--- src/core/rrx_defs.vh ---
// constants for the return and rotate execution block
`ifndef RRX_DEFS_VH
`define RRX_DEFS_VH
`define RRX_OPC_W          14
`define RRX_RETLIT_MASK    14'h3c00
`define RRX_RETLIT_MATCH   14'h3400
`define RRX_RETURN_CODE    14'h0008
`define RRX_ROT_MASK       14'h3f00
`define RRX_ROT_MATCH      14'h0c00
`define RRX_DEST_BIT       7
`define RRX_PC_W           11
`define RRX_FADDR_W        7
`define RRX_W_RST          8'h00
`define RRX_CARRY_RST      1'b0
`define RRX_PC_RST         11'h000
`define RRX_RET_CYCLES     2
`endif

--- src/core/rrx_core.v ---
// execution of return with literal, return and rotate right through carry
// How it works
// - return with literal loads the low eight opcode bits into the working register
// - return with literal pops stack top into pc, takes two cycles
// - return with literal changes no flag; any literal 0 to 255 is accepted
// - rotate right: old carry enters bit 7, bit 0 becomes carry, only carry changes
// - rotate with destination 0 writes working register, source register untouched
// - rotate with destination 1 writes source register back, one cycle
`default_nettype none
`include "rrx_defs.vh"
module rrx_core (
  input  wire                      sys_clk_in,
  input  wire                      rst_n_in,
  input  wire                      instr_valid_in,
  input  wire [`RRX_OPC_W-1:0]     instr_in,
  input  wire [`RRX_PC_W-1:0]      stack_top_in,
  input  wire [7:0]                file_data_in,
  output reg  [7:0]                w_out,
  output reg                       carry_out,
  output reg  [`RRX_PC_W-1:0]      pc_out,
  output reg                       pc_load_out,
  output reg                       stack_pop_out,
  output reg                       busy_out,
  output reg                       file_we_out,
  output reg  [`RRX_FADDR_W-1:0]   file_addr_out,
  output reg  [7:0]                file_wdata_out
);

  localparam ST_IDLE = 1'b0;
  localparam ST_WAIT = 1'b1;

  // opcode classes, shared by the control and the datapath decode
  function is_ret_lit;
    input [`RRX_OPC_W-1:0] opc;
    begin
      is_ret_lit = ((opc & `RRX_RETLIT_MASK) == `RRX_RETLIT_MATCH);
    end
  endfunction

  function is_plain_ret;
    input [`RRX_OPC_W-1:0] opc;
    begin
      is_plain_ret = (opc == `RRX_RETURN_CODE);
    end
  endfunction

  function is_rot_right;
    input [`RRX_OPC_W-1:0] opc;
    begin
      is_rot_right = ((opc & `RRX_ROT_MASK) == `RRX_ROT_MATCH);
    end
  endfunction

  // both return forms pop the stack the same way
  function is_pop_class;
    input [`RRX_OPC_W-1:0] opc;
    begin
      is_pop_class = is_ret_lit(opc) || is_plain_ret(opc);
    end
  endfunction

  reg                      state;
  reg                      next_state;
  reg [7:0]                next_w;
  reg                      next_carry;
  reg [`RRX_PC_W-1:0]      next_pc;
  reg                      next_pc_load;
  reg                      next_stack_pop;
  reg                      next_busy;
  reg                      next_file_we;
  reg [`RRX_FADDR_W-1:0]   next_file_addr;
  reg [7:0]                next_file_wdata;

  wire                     take;
  wire                     take_pop;
  wire                     take_rot;
  wire                     dest_file;
  wire [7:0]               rot_val;

  // opcodes are only taken in idle; the second return cycle is a flush slot
  assign take      = instr_valid_in && (state == ST_IDLE);
  assign take_pop  = take && is_pop_class(instr_in);
  assign take_rot  = take && is_rot_right(instr_in);
  assign dest_file = instr_in[`RRX_DEST_BIT];

  // old carry enters the top, every other bit moves down one place
  assign rot_val[7] = carry_out;

  genvar gi;
  generate
    for (gi = 0; gi < 7; gi = gi + 1) begin : g_rot
      assign rot_val[gi] = file_data_in[gi+1];
    end
  endgenerate

  always @* begin
    next_state      = state;
    next_w          = w_out;
    next_carry      = carry_out;
    next_pc         = pc_out;
    next_pc_load    = 1'b0;
    next_stack_pop  = 1'b0;
    next_busy       = 1'b0;
    next_file_we    = 1'b0;
    next_file_addr  = file_addr_out;
    next_file_wdata = file_wdata_out;
    case (state)
      ST_IDLE: begin
        if (take_pop) begin
          // literal only for the loading form; plain return keeps w
          if (is_ret_lit(instr_in)) begin
            next_w = instr_in[7:0];
          end
          next_pc        = stack_top_in;
          next_pc_load   = 1'b1;
          next_stack_pop = 1'b1;
          next_busy      = 1'b1;
          next_state     = ST_WAIT;
        end else if (take_rot) begin
          next_carry = file_data_in[0];
          if (dest_file) begin
            next_file_we    = 1'b1;
            next_file_addr  = instr_in[`RRX_FADDR_W-1:0];
            next_file_wdata = rot_val;
          end else begin
            next_w = rot_val;
          end
        end
      end
      ST_WAIT: begin
        // whatever is fetched in the flush slot is dropped
        next_state = ST_IDLE;
      end
      default: begin
        next_state = ST_IDLE;
      end
    endcase
  end

  always @(posedge sys_clk_in) begin
    if (!rst_n_in) begin
      state <= ST_IDLE;
    end else begin
      state <= next_state;
    end
  end

  always @(posedge sys_clk_in) begin
    if (!rst_n_in) begin
      w_out <= `RRX_W_RST;
    end else begin
      w_out <= next_w;
    end
  end

  always @(posedge sys_clk_in) begin
    if (!rst_n_in) begin
      carry_out <= `RRX_CARRY_RST;
    end else begin
      carry_out <= next_carry;
    end
  end

  always @(posedge sys_clk_in) begin
    if (!rst_n_in) begin
      pc_out <= `RRX_PC_RST;
    end else begin
      pc_out <= next_pc;
    end
  end

  // strobes are single-cycle pulses; the core must not rely on them lasting
  always @(posedge sys_clk_in) begin
    if (!rst_n_in) begin
      pc_load_out <= 1'b0;
    end else begin
      pc_load_out <= next_pc_load;
    end
  end

  always @(posedge sys_clk_in) begin
    if (!rst_n_in) begin
      stack_pop_out <= 1'b0;
    end else begin
      stack_pop_out <= next_stack_pop;
    end
  end

  always @(posedge sys_clk_in) begin
    if (!rst_n_in) begin
      busy_out <= 1'b0;
    end else begin
      busy_out <= next_busy;
    end
  end

  always @(posedge sys_clk_in) begin
    if (!rst_n_in) begin
      file_we_out <= 1'b0;
    end else begin
      file_we_out <= next_file_we;
    end
  end

  // address and data hold after the write so a slow file can still latch them
  always @(posedge sys_clk_in) begin
    if (!rst_n_in) begin
      file_addr_out <= {`RRX_FADDR_W{1'b0}};
    end else begin
      file_addr_out <= next_file_addr;
    end
  end

  always @(posedge sys_clk_in) begin
    if (!rst_n_in) begin
      file_wdata_out <= 8'h00;
    end else begin
      file_wdata_out <= next_file_wdata;
    end
  end

endmodule // rrx_core
`default_nettype wire

--- config.mk ---
export PLATFORM = sky130hd
export DESIGN_NAME = rrx_core
export DESIGN_NICKNAME = d
export VERILOG_FILES = /design/src/core/rrx_core.v
export VERILOG_INCLUDE_DIRS = /design/src /design/src/core
export SDC_FILE = /design/constraint.sdc
export NUM_CORES = 1
export LEC_CHECK = 0
export BUFFER_PORTS_ARGS = -buffer_cell sky130_fd_sc_hd__buf_2
export CAP_MARGIN = 25
export CORE_ASPECT_RATIO = 1.5
export CORE_UTILIZATION = 45
export CTS_BUF_LIST = sky130_fd_sc_hd__clkbuf_8 sky130_fd_sc_hd__clkbuf_16
export CTS_CLUSTER_SIZE = 14
export DETAILED_ROUTE_END_ITERATION = 12
export PLACE_DENSITY = 0.78
export SLEW_MARGIN = 20
export SYNTH_ARGS = -nofsm -noshare
export SYNTH_HDL_FRONTEND = slang
export SYNTH_SLANG_ARGS = --single-unit
--- constraint.sdc ---
create_clock -name sys_clk_in -period 1.71 [get_ports sys_clk_in]
set_input_delay 0.171 -clock sys_clk_in [delete_from_list [all_inputs] [get_ports sys_clk_in]]
set_output_delay 0.171 -clock sys_clk_in [all_outputs]
set_load 0.02 [all_outputs]
=== Word level (Yosys, flattened, before mapping) ===
Cells that the tools add are included.

* Bitwise logic cells: 4
* Eq/ne operators: 5
* Mux-type cells: 7
* Reduce and logical (&&, ||, !) cells: 11

{| class="wikitable"
|+ Operator list
! operator !! count
|-
| 8-bit two-way mux || 4
|-
| 14-bit by 4-bit == test with 1-bit output (second input constant) || 1
|-
| 4-bit AND reduction || 2
|-
| 6-bit by 4-bit == test with 1-bit output (second input constant) || 1
|-
| 4-bit == test (second input constant) || 1
|-
| 2-bit by 1-bit != test with 1-bit output (second input constant) || 2
|-
| 1-bit NOT || 4
|-
| 4-bit OR reduction || 1
|-
| 1-bit logical AND || 3
|-
| 3-bit AND reduction || 1
|-
| 1-bit two-way mux || 2
|-
| 1-bit case mux with 2 select lines || 1
|-
| 2-bit AND reduction || 1
|-
| 2-bit nonzero test || 1
|-
| 2-bit OR reduction || 1
|-
| 1-bit logical OR || 1
|}

* Word-level logic and storage cells: 35
* Register bits after elaboration: 38
* Input port bits: 36
* Output and inout port bits: 39

=== Depth between registers and ports, before layout ===
Gate-level depths: netlist of the first run.

* Depth in word-level cells: 5
* Depth in mapped cells: 6
* Depth with buffers taken out: 4

=== Least setup slack after synthesis of the first run ===
No wires, ideal clock.

* Path kind: register to register
* Start point: register state
* End point: register pc_out[1]
* Setup time: 0.071 ns
* Path buffers: 1
* Required time: 1.639 ns
* Data arrival time: 1.452 ns
* Stages on the path, launching flop included: 6
* Path slack: 0.188 ns
* Period minus slack after synthesis: 1.522 ns
* Cells stage by stage: dfxtp_1 -> and2b_1 -> nand4_1 -> clkbuf_1 -> nand3_1 -> a21oi_1

* Longest elaborated chain between the ends: 4

{| class="wikitable"
|+ Ends and longest elaborated chain
! what !! RTL line !! text
|-
| start, declared || rrx_core.v:62 || <nowiki>reg state;</nowiki>
|-
| start signal, assigned || rrx_core.v:144 || <nowiki>state <= next_state;</nowiki>
|-
| 1-bit NOT (no line) (*) || -- ||
|-
| 1-bit logical AND || rrx_core.v:81 || <nowiki>assign take = instr_valid_in && (state == ST_IDLE);</nowiki>
|-
| 1-bit logical AND || rrx_core.v:82 || <nowiki>assign take_pop = take && is_pop_class(instr_in);</nowiki>
|-
| 2-bit AND reduction (no line) (*) || -- ||
|-
| end signal, assigned || rrx_core.v:166 || <nowiki>pc_out <= `RRX_PC_RST;</nowiki>
|-
| end signal, assigned || rrx_core.v:168 || <nowiki>pc_out <= next_pc;</nowiki>
|-
| end, declared || rrx_core.v:20 || <nowiki>output reg [`RRX_PC_W-1:0] pc_out,</nowiki>
|}

Every way passes the cells marked *; elsewhere a longest branch is shown, timed or not.
A chain may end at the register's enable or synchronous reset.

=== Worst setup path in the final report of the first run ===
* Start point: register state
* End point: register w_out[5]

* Longest elaborated chain between the ends: 5
* Elaborated cells on any way between the ends: 9
* Classes of those cells: 2 x eq/ne; 1 x mux; 1 x bitwise; 5 x reduce/logical

{| class="wikitable"
|+ Ends and longest elaborated chain
! what !! RTL line !! text
|-
| 1-bit NOT (no line) (*) || -- ||
|-
| 1-bit logical AND || rrx_core.v:81 ||
|-
| 1-bit logical AND, on equally long branches || rrx_core.v:82, rrx_core.v:83 ||
|-
| 2-bit by 1-bit != test with 1-bit output (no line) or 2-bit nonzero test (tied branches) || -- ||
|-
| 4-bit AND reduction (no line) || -- ||
|-
| end signal, assigned || rrx_core.v:150 || <nowiki>w_out <= `RRX_W_RST;</nowiki>
|-
| end signal, assigned || rrx_core.v:152 || <nowiki>w_out <= next_w;</nowiki>
|-
| end, declared || rrx_core.v:18 || <nowiki>output reg [7:0] w_out,</nowiki>
|}

Marked as above.

==> flow_metrics.py, run 1 <==
metrics = {
    "critical_path": {
        "r2r_end": "w_out[5]",
        "critical_path.n_buffers_inverters": 0,
        "setup.reg_to_reg.worst_slack_ns": 0.17,
        "critical-path-top-delay-family": "simple AND/OR/NAND/NOR gates",
        "worst_setup_path_end_kind": "flop",
        "critical_path.max_stage_delay_ns": 0.38,
        "timing.critical_path.required_ns": 1.89,
        "worstPathArrival_ns": 1.72,
        "r2r-start": "state",
        "worst_path_cell_trace": "and2b_1 -> nand3_4 -> or2_4 -> o221a_2",
        "critical_path.startpoint_type": "flop",
        "setup.worst_path.class": "reg -> reg",
        "worst_r2r_path_depth": 4,
        "cp_slowest_cell": "dfxtp_1",
        "timing.critical_path.fanout_max": 7,
    },
    "clock_tree": {
        "cts.sink_count": 37,
        "clkTransAtPathRegs_ns": 0.07,
        "number_of_buffers_created_by_cts": 5,
        "max-clock-path-buffers": 2,
        "cts_root_buf": "clkbuf_8",
        "worst_skew_pair.late_latency_ns": 0.29,
        "holdBufCountCts": 0,
        "tritoncts": "done",
        "h-tree-depth": 2,
        "cts_setup_buffers": 0,
    },
    "layout": {
        "layout-drive-gt1-share_pct": 43.9,
        "cell_area_after_layout_um2": 2130,
        "nNetsFinal": 272,
        "synthToLayoutAreaGrowth_pct": 33.9,
        "antenna_cells_inserted": 0,
    },
    "pwr": {
        "p_per_area_nw_per_um2": 891,
        "cell_leakage_power_nw": 1.07,
        "power.ir.vdd_worst_mv": 0.709,
    },
    "routing": {
        "detailedRoute.firstPassIterationCount": 4,
        "route.vias.total": 1488,
        "wl_um": 3910,
        "routed_via_density": 5.33,
        "wire_per_inst_um": 14.0,
        "detailedRoute.firstIterationViolations": 34,
        "drc_violations_left": 0,
        "antenna_violating_nets_post_route": 0,
    },
    "grt": {
        "global_route_wire_length_before_repair_um": 6580,
        "antenna_found_initial": 0,
        "largest_net_degree_at_the_start_of_global_routing": 24,
        "grt.overflow.total": 0,
        "grt_pass1_vias": 1511,
        "grt.total_usage_pct": 23.3,
    },
    "yosys": {
        "synth_enable_flop_cells": 0,
        "synthMostInstantiatedCell": "dfxtp_1",
        "asyncSetResetFlopFracSynth_pct": 0,
        "synth_fp_nets": 198,
        "yosys.area.top_type_share_pct": 46.5,
        "syn_area_um2": 1590,
        "distinct_cells_synth": 35,
        "yosys_warnings": 0,
        "synth.avg_cell_area_um2": 9.83,
        "netlist_top_cells_area": "dfxtp_1 47%, mux2i_1 10%, o221a_2 4.9%",
        "ys_seq_area_share_pct": 46.5,
        "yosys.area.top_type": "dfxtp_1",
        "synth-main-ff-cell": "dfxtp_1",
        "postSynthRegisterBits": 37,
        "synth_common_cells": "37 x dfxtp_1, 18 x nor2_1, 16 x mux2i_1",
        "netlist_instances": 162,
    },
    "timing": {
        "timing.slew.headroom_pct": 71.3,
        "clock_skews_ns": 0.00636,
        "final-max-slew-violation-count": 0,
        "setup_tns_ns": 0,
        "period_minus_slack_ns": 1.54,
        "finalSetupViolCount": 0,
        "fmax_mhz": 648,
        "final-hold-violation-count": 0,
        "rsz0062_at_grt": "false",
        "period_utilisation_layout_pct": 90.3,
        "tightest_slew_ns": 0.427,
    },
    "floorplan": {
        "core-area_um2": 3380,
        "die_ar_um2": 3790,
        "row_count": 26,
        "top_level_ports": 75,
        "die_w_um": 50.6,
        "start_util_pct": 47.1,
        "die-height_um": 74.9,
    },
    "hold_path": {
        "hold_start": "file_data_in[0]",
        "hold_end": "carry_out",
        "min_path_cells": 3,
        "worstHoldPathType": "in -> reg",
    },
    "placed_design": {
        "detailed_place_hpwl_um": 3010,
        "port_buffers": 74,
        "post_dp_cell_area_um2": 2000,
        "place.gp.congestion": 0.727,
    },
    "outcome": {
        "status": "finished, final reports clean",
    },
    "job": {
        "max_cap_viol_count": 0,
    },
}
routing by layer:
metal	track usage (%)	share of wire, %	vias to the layer above
li1	-	-	736
met5	0	0	-
met1	23.5	40	686
met2	43.9	51	61
met4	9.57	1.4	0
met3	7.27	7.6	5
layout by cell type, fill, tap and decap left out, types with 2 or more instances in the layout:
| master | Yosys | routed |
|---|---|---|
| buf_2 | 3 | 74 |
| dfxtp_1 | 37 | 37 |
| nor2_1 | 18 | 18 |
| mux2i_1 | 16 | 16 |
| a21oi_1 | 13 | 13 |
| nand3_1 | 12 | 12 |
| o21ai_0 | 11 | 11 |
| o221a_2 | 7 | 7 |
| o21a_1 | 5 | 5 |
| clkbuf_8 | 0 | 5 |
| buf_4 | 2 | 5 |
| inv_1 | 3 | 3 |
| nor3_1 | 3 | 3 |
| and2_1 | 2 | 2 |
| nand4_1 | 2 | 2 |
| nor4b_1 | 2 | 2 |
| a211oi_1 | 2 | 2 |
| bufinv_16 | 0 | 2 |
what timing repair did:
action,in CTS,in global routing
setup endpoints to repair,0,1
hold endpoints to repair,0,0
resized for setup,0,1
cell families (layout without fill, tap and decap cells):
group	Yosys count	after routing	share of synthesized area, %
flip-flops	37	37	46.5
AND/OR/NAND/NOR	52	52	20.2
AO/OA/AOI/OAI	41	41	17.8
multiplexers	16	16	10.1
buffers and inverters	16	91	5.50
worst max-delay path by stage:
stage	to	slack, ns	startpoint	depth (start not counted)
final	w_out[5]	0.17	state	4
after global routing	pc_out[4]	0.05	state	4
after CTS	w_out[1]	0.14	state	4
after detailed placement	w_out[1]	0.16	instr_in[2]	5
after global placement	w_out[0]	0.19	instr_in[2]	5
after floorplan	pc_out[1]	0.19	state	5
registers in the layout, indices dropped and copies added (netlist names):
signal and count:
pc_out 11, w_out 8, state 1, file_addr_out 7, file_wdata_out 8, file_we_out 1
carry_out 1
worst reg2reg max path, cell delays in order, from the launching register on:
cell     delay, ns
dfxtp_1       0.38
and2b_1       0.36
nand3_4       0.14
or2_4         0.28
o221a_2       0.27
per-stage QoR:
stage / setup slack [ns] / hold slack, ns / utilization, % / total power, mW / cells
after floorplan: 0.188 / 0.315 / - / 0.964 / 162
after global placement: 0.191 / 0.408 / 59.0 / 1.04 / 271
after detailed placement: 0.162 / 0.421 / 59.0 / 1.04 / 271
after CTS: 0.145 / 0.119 / 63.0 / 1.92 / 279
after global routing: 0.0460 / 0.137 / 63.0 / 1.96 / 279
final: 0.166 / 0.126 / 63.0 / 1.90 / 279
final cells by class:
cell class | count | area (um2)
flip-flops and latches | 37 | 741
multi-input cells | 109 | 766
clock buffers | 5 | 68.8
clock inverters | 3 | 65.1
well taps | 42 | 52.6
inverters | 3 | 11.3
repair buffers | 80 | 428
fillers | 314 | 1250
power by group:
part | switching [mW] | total, mW | internal, mW
Sequential | 0.00491 | 0.875 | 0.870
Clock | 0.300 | 0.879 | 0.579
Combinational | 0.0823 | 0.146 | 0.0636
Total | 0.387 | 1.90 | 1.51
Note: power is estimated with default switching activity, not from simulation.
==> run 2, diff against run 1 <==
--- a/config.mk
+++ b/config.mk
@@ -8,7 +8,6 @@
 export LEC_CHECK = 0
 export BUFFER_PORTS_ARGS = -buffer_cell sky130_fd_sc_hd__buf_2
 export CAP_MARGIN = 25
-export CORE_ASPECT_RATIO = 1.5
 export CORE_UTILIZATION = 45
 export CTS_BUF_LIST = sky130_fd_sc_hd__clkbuf_8 sky130_fd_sc_hd__clkbuf_16
 export CTS_CLUSTER_SIZE = 14
==> constraint.sdc (replaced) <==
create_clock -name sys_clk_in -period 1.7 [get_ports sys_clk_in]
set_input_delay 0.17 -clock sys_clk_in [delete_from_list [all_inputs] [get_ports sys_clk_in]]
set_output_delay 0.17 -clock sys_clk_in [all_outputs]
set_load 0.02 [all_outputs]
==> run 2 against run 1 <==
  * Count of clock-buffer cells in the layout unchanged
  * Flip-flop and latch count stayed put
  * Critical path depth is 1 higher
  * Utilization fell by 0.96 points
==> flow_metrics.py, run 2 (synthesis results as in run 1) <==
metrics = {
    "routing": {
        "detailedRoute.firstIterationViolations": 40,
        "wl_um": 3780,
        "antenna_violating_nets_post_route": 0,
        "route.vias.total": 1467,
        "detailedRoute.firstPassIterationCount": 4,
        "wire_per_inst_um": 13.3,
        "drc_violations_left": 0,
        "routed_via_density": 5.17,
    },
    "pwr": {
        "combPwrFrac_pct": 8.8,
        "design_power_total_mw": 1.64,
        "switching_share_pct": 25.1,
        "seq_power_share_pct": 53.6,
        "power_frac_clock_pct": 37.6,
        "p_per_area_nw_per_um2": 786,
        "p_sw_uw": 412,
        "cell_leakage_power_nw": 1.05,
        "power.ir.vdd_worst_mv": 0.435,
        "intPower_mw": 1.23,
    },
    "placed_design": {
        "detailed_place_hpwl_um": 2820,
        "place.gp.congestion": 0.713,
        "port_buffers": 74,
    },
    "critical_path": {
        "r2r-start": "state",
        "setup.worst_path.class": "reg -> reg",
        "critical_path.startpoint_type": "flop",
        "r2r_end": "pc_out[10]",
        "setup.reg_to_reg.worst_slack_ns": 0.22,
        "worstPathArrival_ns": 1.71,
        "timing.critical_path.fanout_max": 11,
        "worst_r2r_path_depth": 5,
        "worst_setup_path_end_kind": "flop",
        "timing.critical_path.required_ns": 1.92,
    },
    "floorplan": {
        "die_w_um": 61.5,
        "start_util_pct": 47.4,
        "top_level_ports": 75,
        "die-height_um": 61.5,
        "die_ar_um2": 3780,
        "core-area_um2": 3360,
        "row_count": 21,
    },
    "clock_tree": {
        "h-tree-depth": 2,
        "number_of_buffers_created_by_cts": 5,
        "cts_setup_buffers": 0,
        "tritoncts": "done",
        "cts_resized": 0,
        "worst_skew_pair.late_latency_ns": 0.29,
        "cts.sink_count": 37,
        "holdBufCountCts": 0,
        "cts_root_buf": "clkbuf_8",
        "max-clock-path-buffers": 2,
        "clkTransAtPathRegs_ns": 0.08,
    },
    "timing": {
        "fmax_mhz": 674,
        "holdWs_ns": 0.117,
        "tightest_slew_ns": 0.413,
        "clock_skews_ns": 0.00667,
        "setup_tns_ns": 0,
        "final-max-slew-violation-count": 0,
        "period_utilisation_layout_pct": 87.3,
        "timing.slew.headroom_pct": 72.3,
        "rsz0062_at_grt": "false",
        "final-hold-violation-count": 0,
        "period_minus_slack_ns": 1.48,
        "finalSetupViolCount": 0,
    },
    "grt": {
        "largest_net_degree_at_the_start_of_global_routing": 17,
        "grt_pass1_vias": 1356,
        "antenna_found_initial": 0,
        "grt.overflow.total": 0,
        "global_route_wire_length_before_repair_um": 5800,
        "grt.total_usage_pct": 20.6,
    },
    "outcome": {
        "status": "finished, final reports clean",
    },
    "layout": {
        "regMostFlops": "pc_out",
        "largest_registers": "pc_out: 11 flops, file_wdata_out: 8 flops, w_out: 8 flops",
        "nNetsFinal": 273,
        "largest_register_ffs": 11,
        "final_cell_mix": "74 x buf_2, 37 x dfxtp_1, 18 x nor2_1, 16 x mux2i_1, 13 x a21oi_1",
        "layout_commonest_cell": "buf_2",
        "synthToLayoutAreaGrowth_pct": 31.0,
        "antenna_cells_inserted": 0,
        "layout-drive-gt1-share_pct": 44.1,
    },
    "hold_path": {
        "hold_start": "file_data_in[0]",
        "worstHoldPathType": "in -> reg",
        "hold_end": "carry_out",
        "min_path_cells": 3,
    },
    "job": {
        "max_cap_viol_count": 0,
    },
}
-- run 2: cell types whose count changed in the layout (fill, tap and decap cells not counted) --
cell        change
bufinv_16       -2
buf_4           +2
inv_6           +1
and4_4          -1
buf_12          -1
clkinvlp_4      +1
and4_2          +1
-- run 2: per-stage QoR --
stage	area (um2)	instances	utilization, %	setup WS (ns)
after floorplan	1590	162	-	0.178
after detailed placement	2000	276	59.4	0.105
after CTS	2090	284	62.1	0.235
after global placement	2000	276	59.4	0.132
after global routing	2090	284	62.1	0.104
final	2090	284	62.1	0.215
-- run 2: per-layer routing --
| metal | share of wire [%] | track usage (%) | wire length, um | vias to the layer above |
|---|---|---|---|---|
| met5 | 0 | 0 | 0 | - |
| met4 | 1.5 | 5.71 | 55 | 0 |
| met3 | 4.3 | 5.67 | 162 | 7 |
| met2 | 47 | 35.2 | 1780 | 44 |
| met1 | 47 | 25.4 | 1780 | 679 |
| li1 | - | - | - | 737 |
-- run 2: power by group through the flow --
stage	registers (mW)	logic [mW]	clock network, mW
after floorplan	0.911	0.0588	0
after global placement	0.900	0.143	0
after detailed placement	0.900	0.144	0
after CTS	0.880	0.144	0.628
after global routing	0.881	0.157	0.660
final	0.880	0.145	0.616
-- run 2: cell type report --
class                   instances  area, um2
well taps                      46       57.6
flip-flops and latches         37        741
fillers                       330       1280
clock inverters                 3       21.3
clock buffers                   5       68.8
inverters                       3       11.3
multi-input cells             109        764
repair buffers                 81        423
-- run 2: how the worst max path moves through the flow --
stage	startpoint	to	slack, ns	depth (start not counted)
floorplan	state	pc_out[1]	0.18	5
global placement	instr_in[13]	w_out[2]	0.13	5
detailed placement	instr_in[13]	w_out[5]	0.10	5
CTS	state	pc_out[2]	0.24	5
global route	state	pc_out[8]	0.10	5
finish	state	pc_out[10]	0.22	5
-- run 2: worst max-delay path, cell delays in order, from the launching register on --
cell	delay (ns)
dfxtp_1	0.33
nor4b_1	0.36
and4_2	0.31
buf_4	0.17
o21ai_0	0.09
a21oi_1	0.15
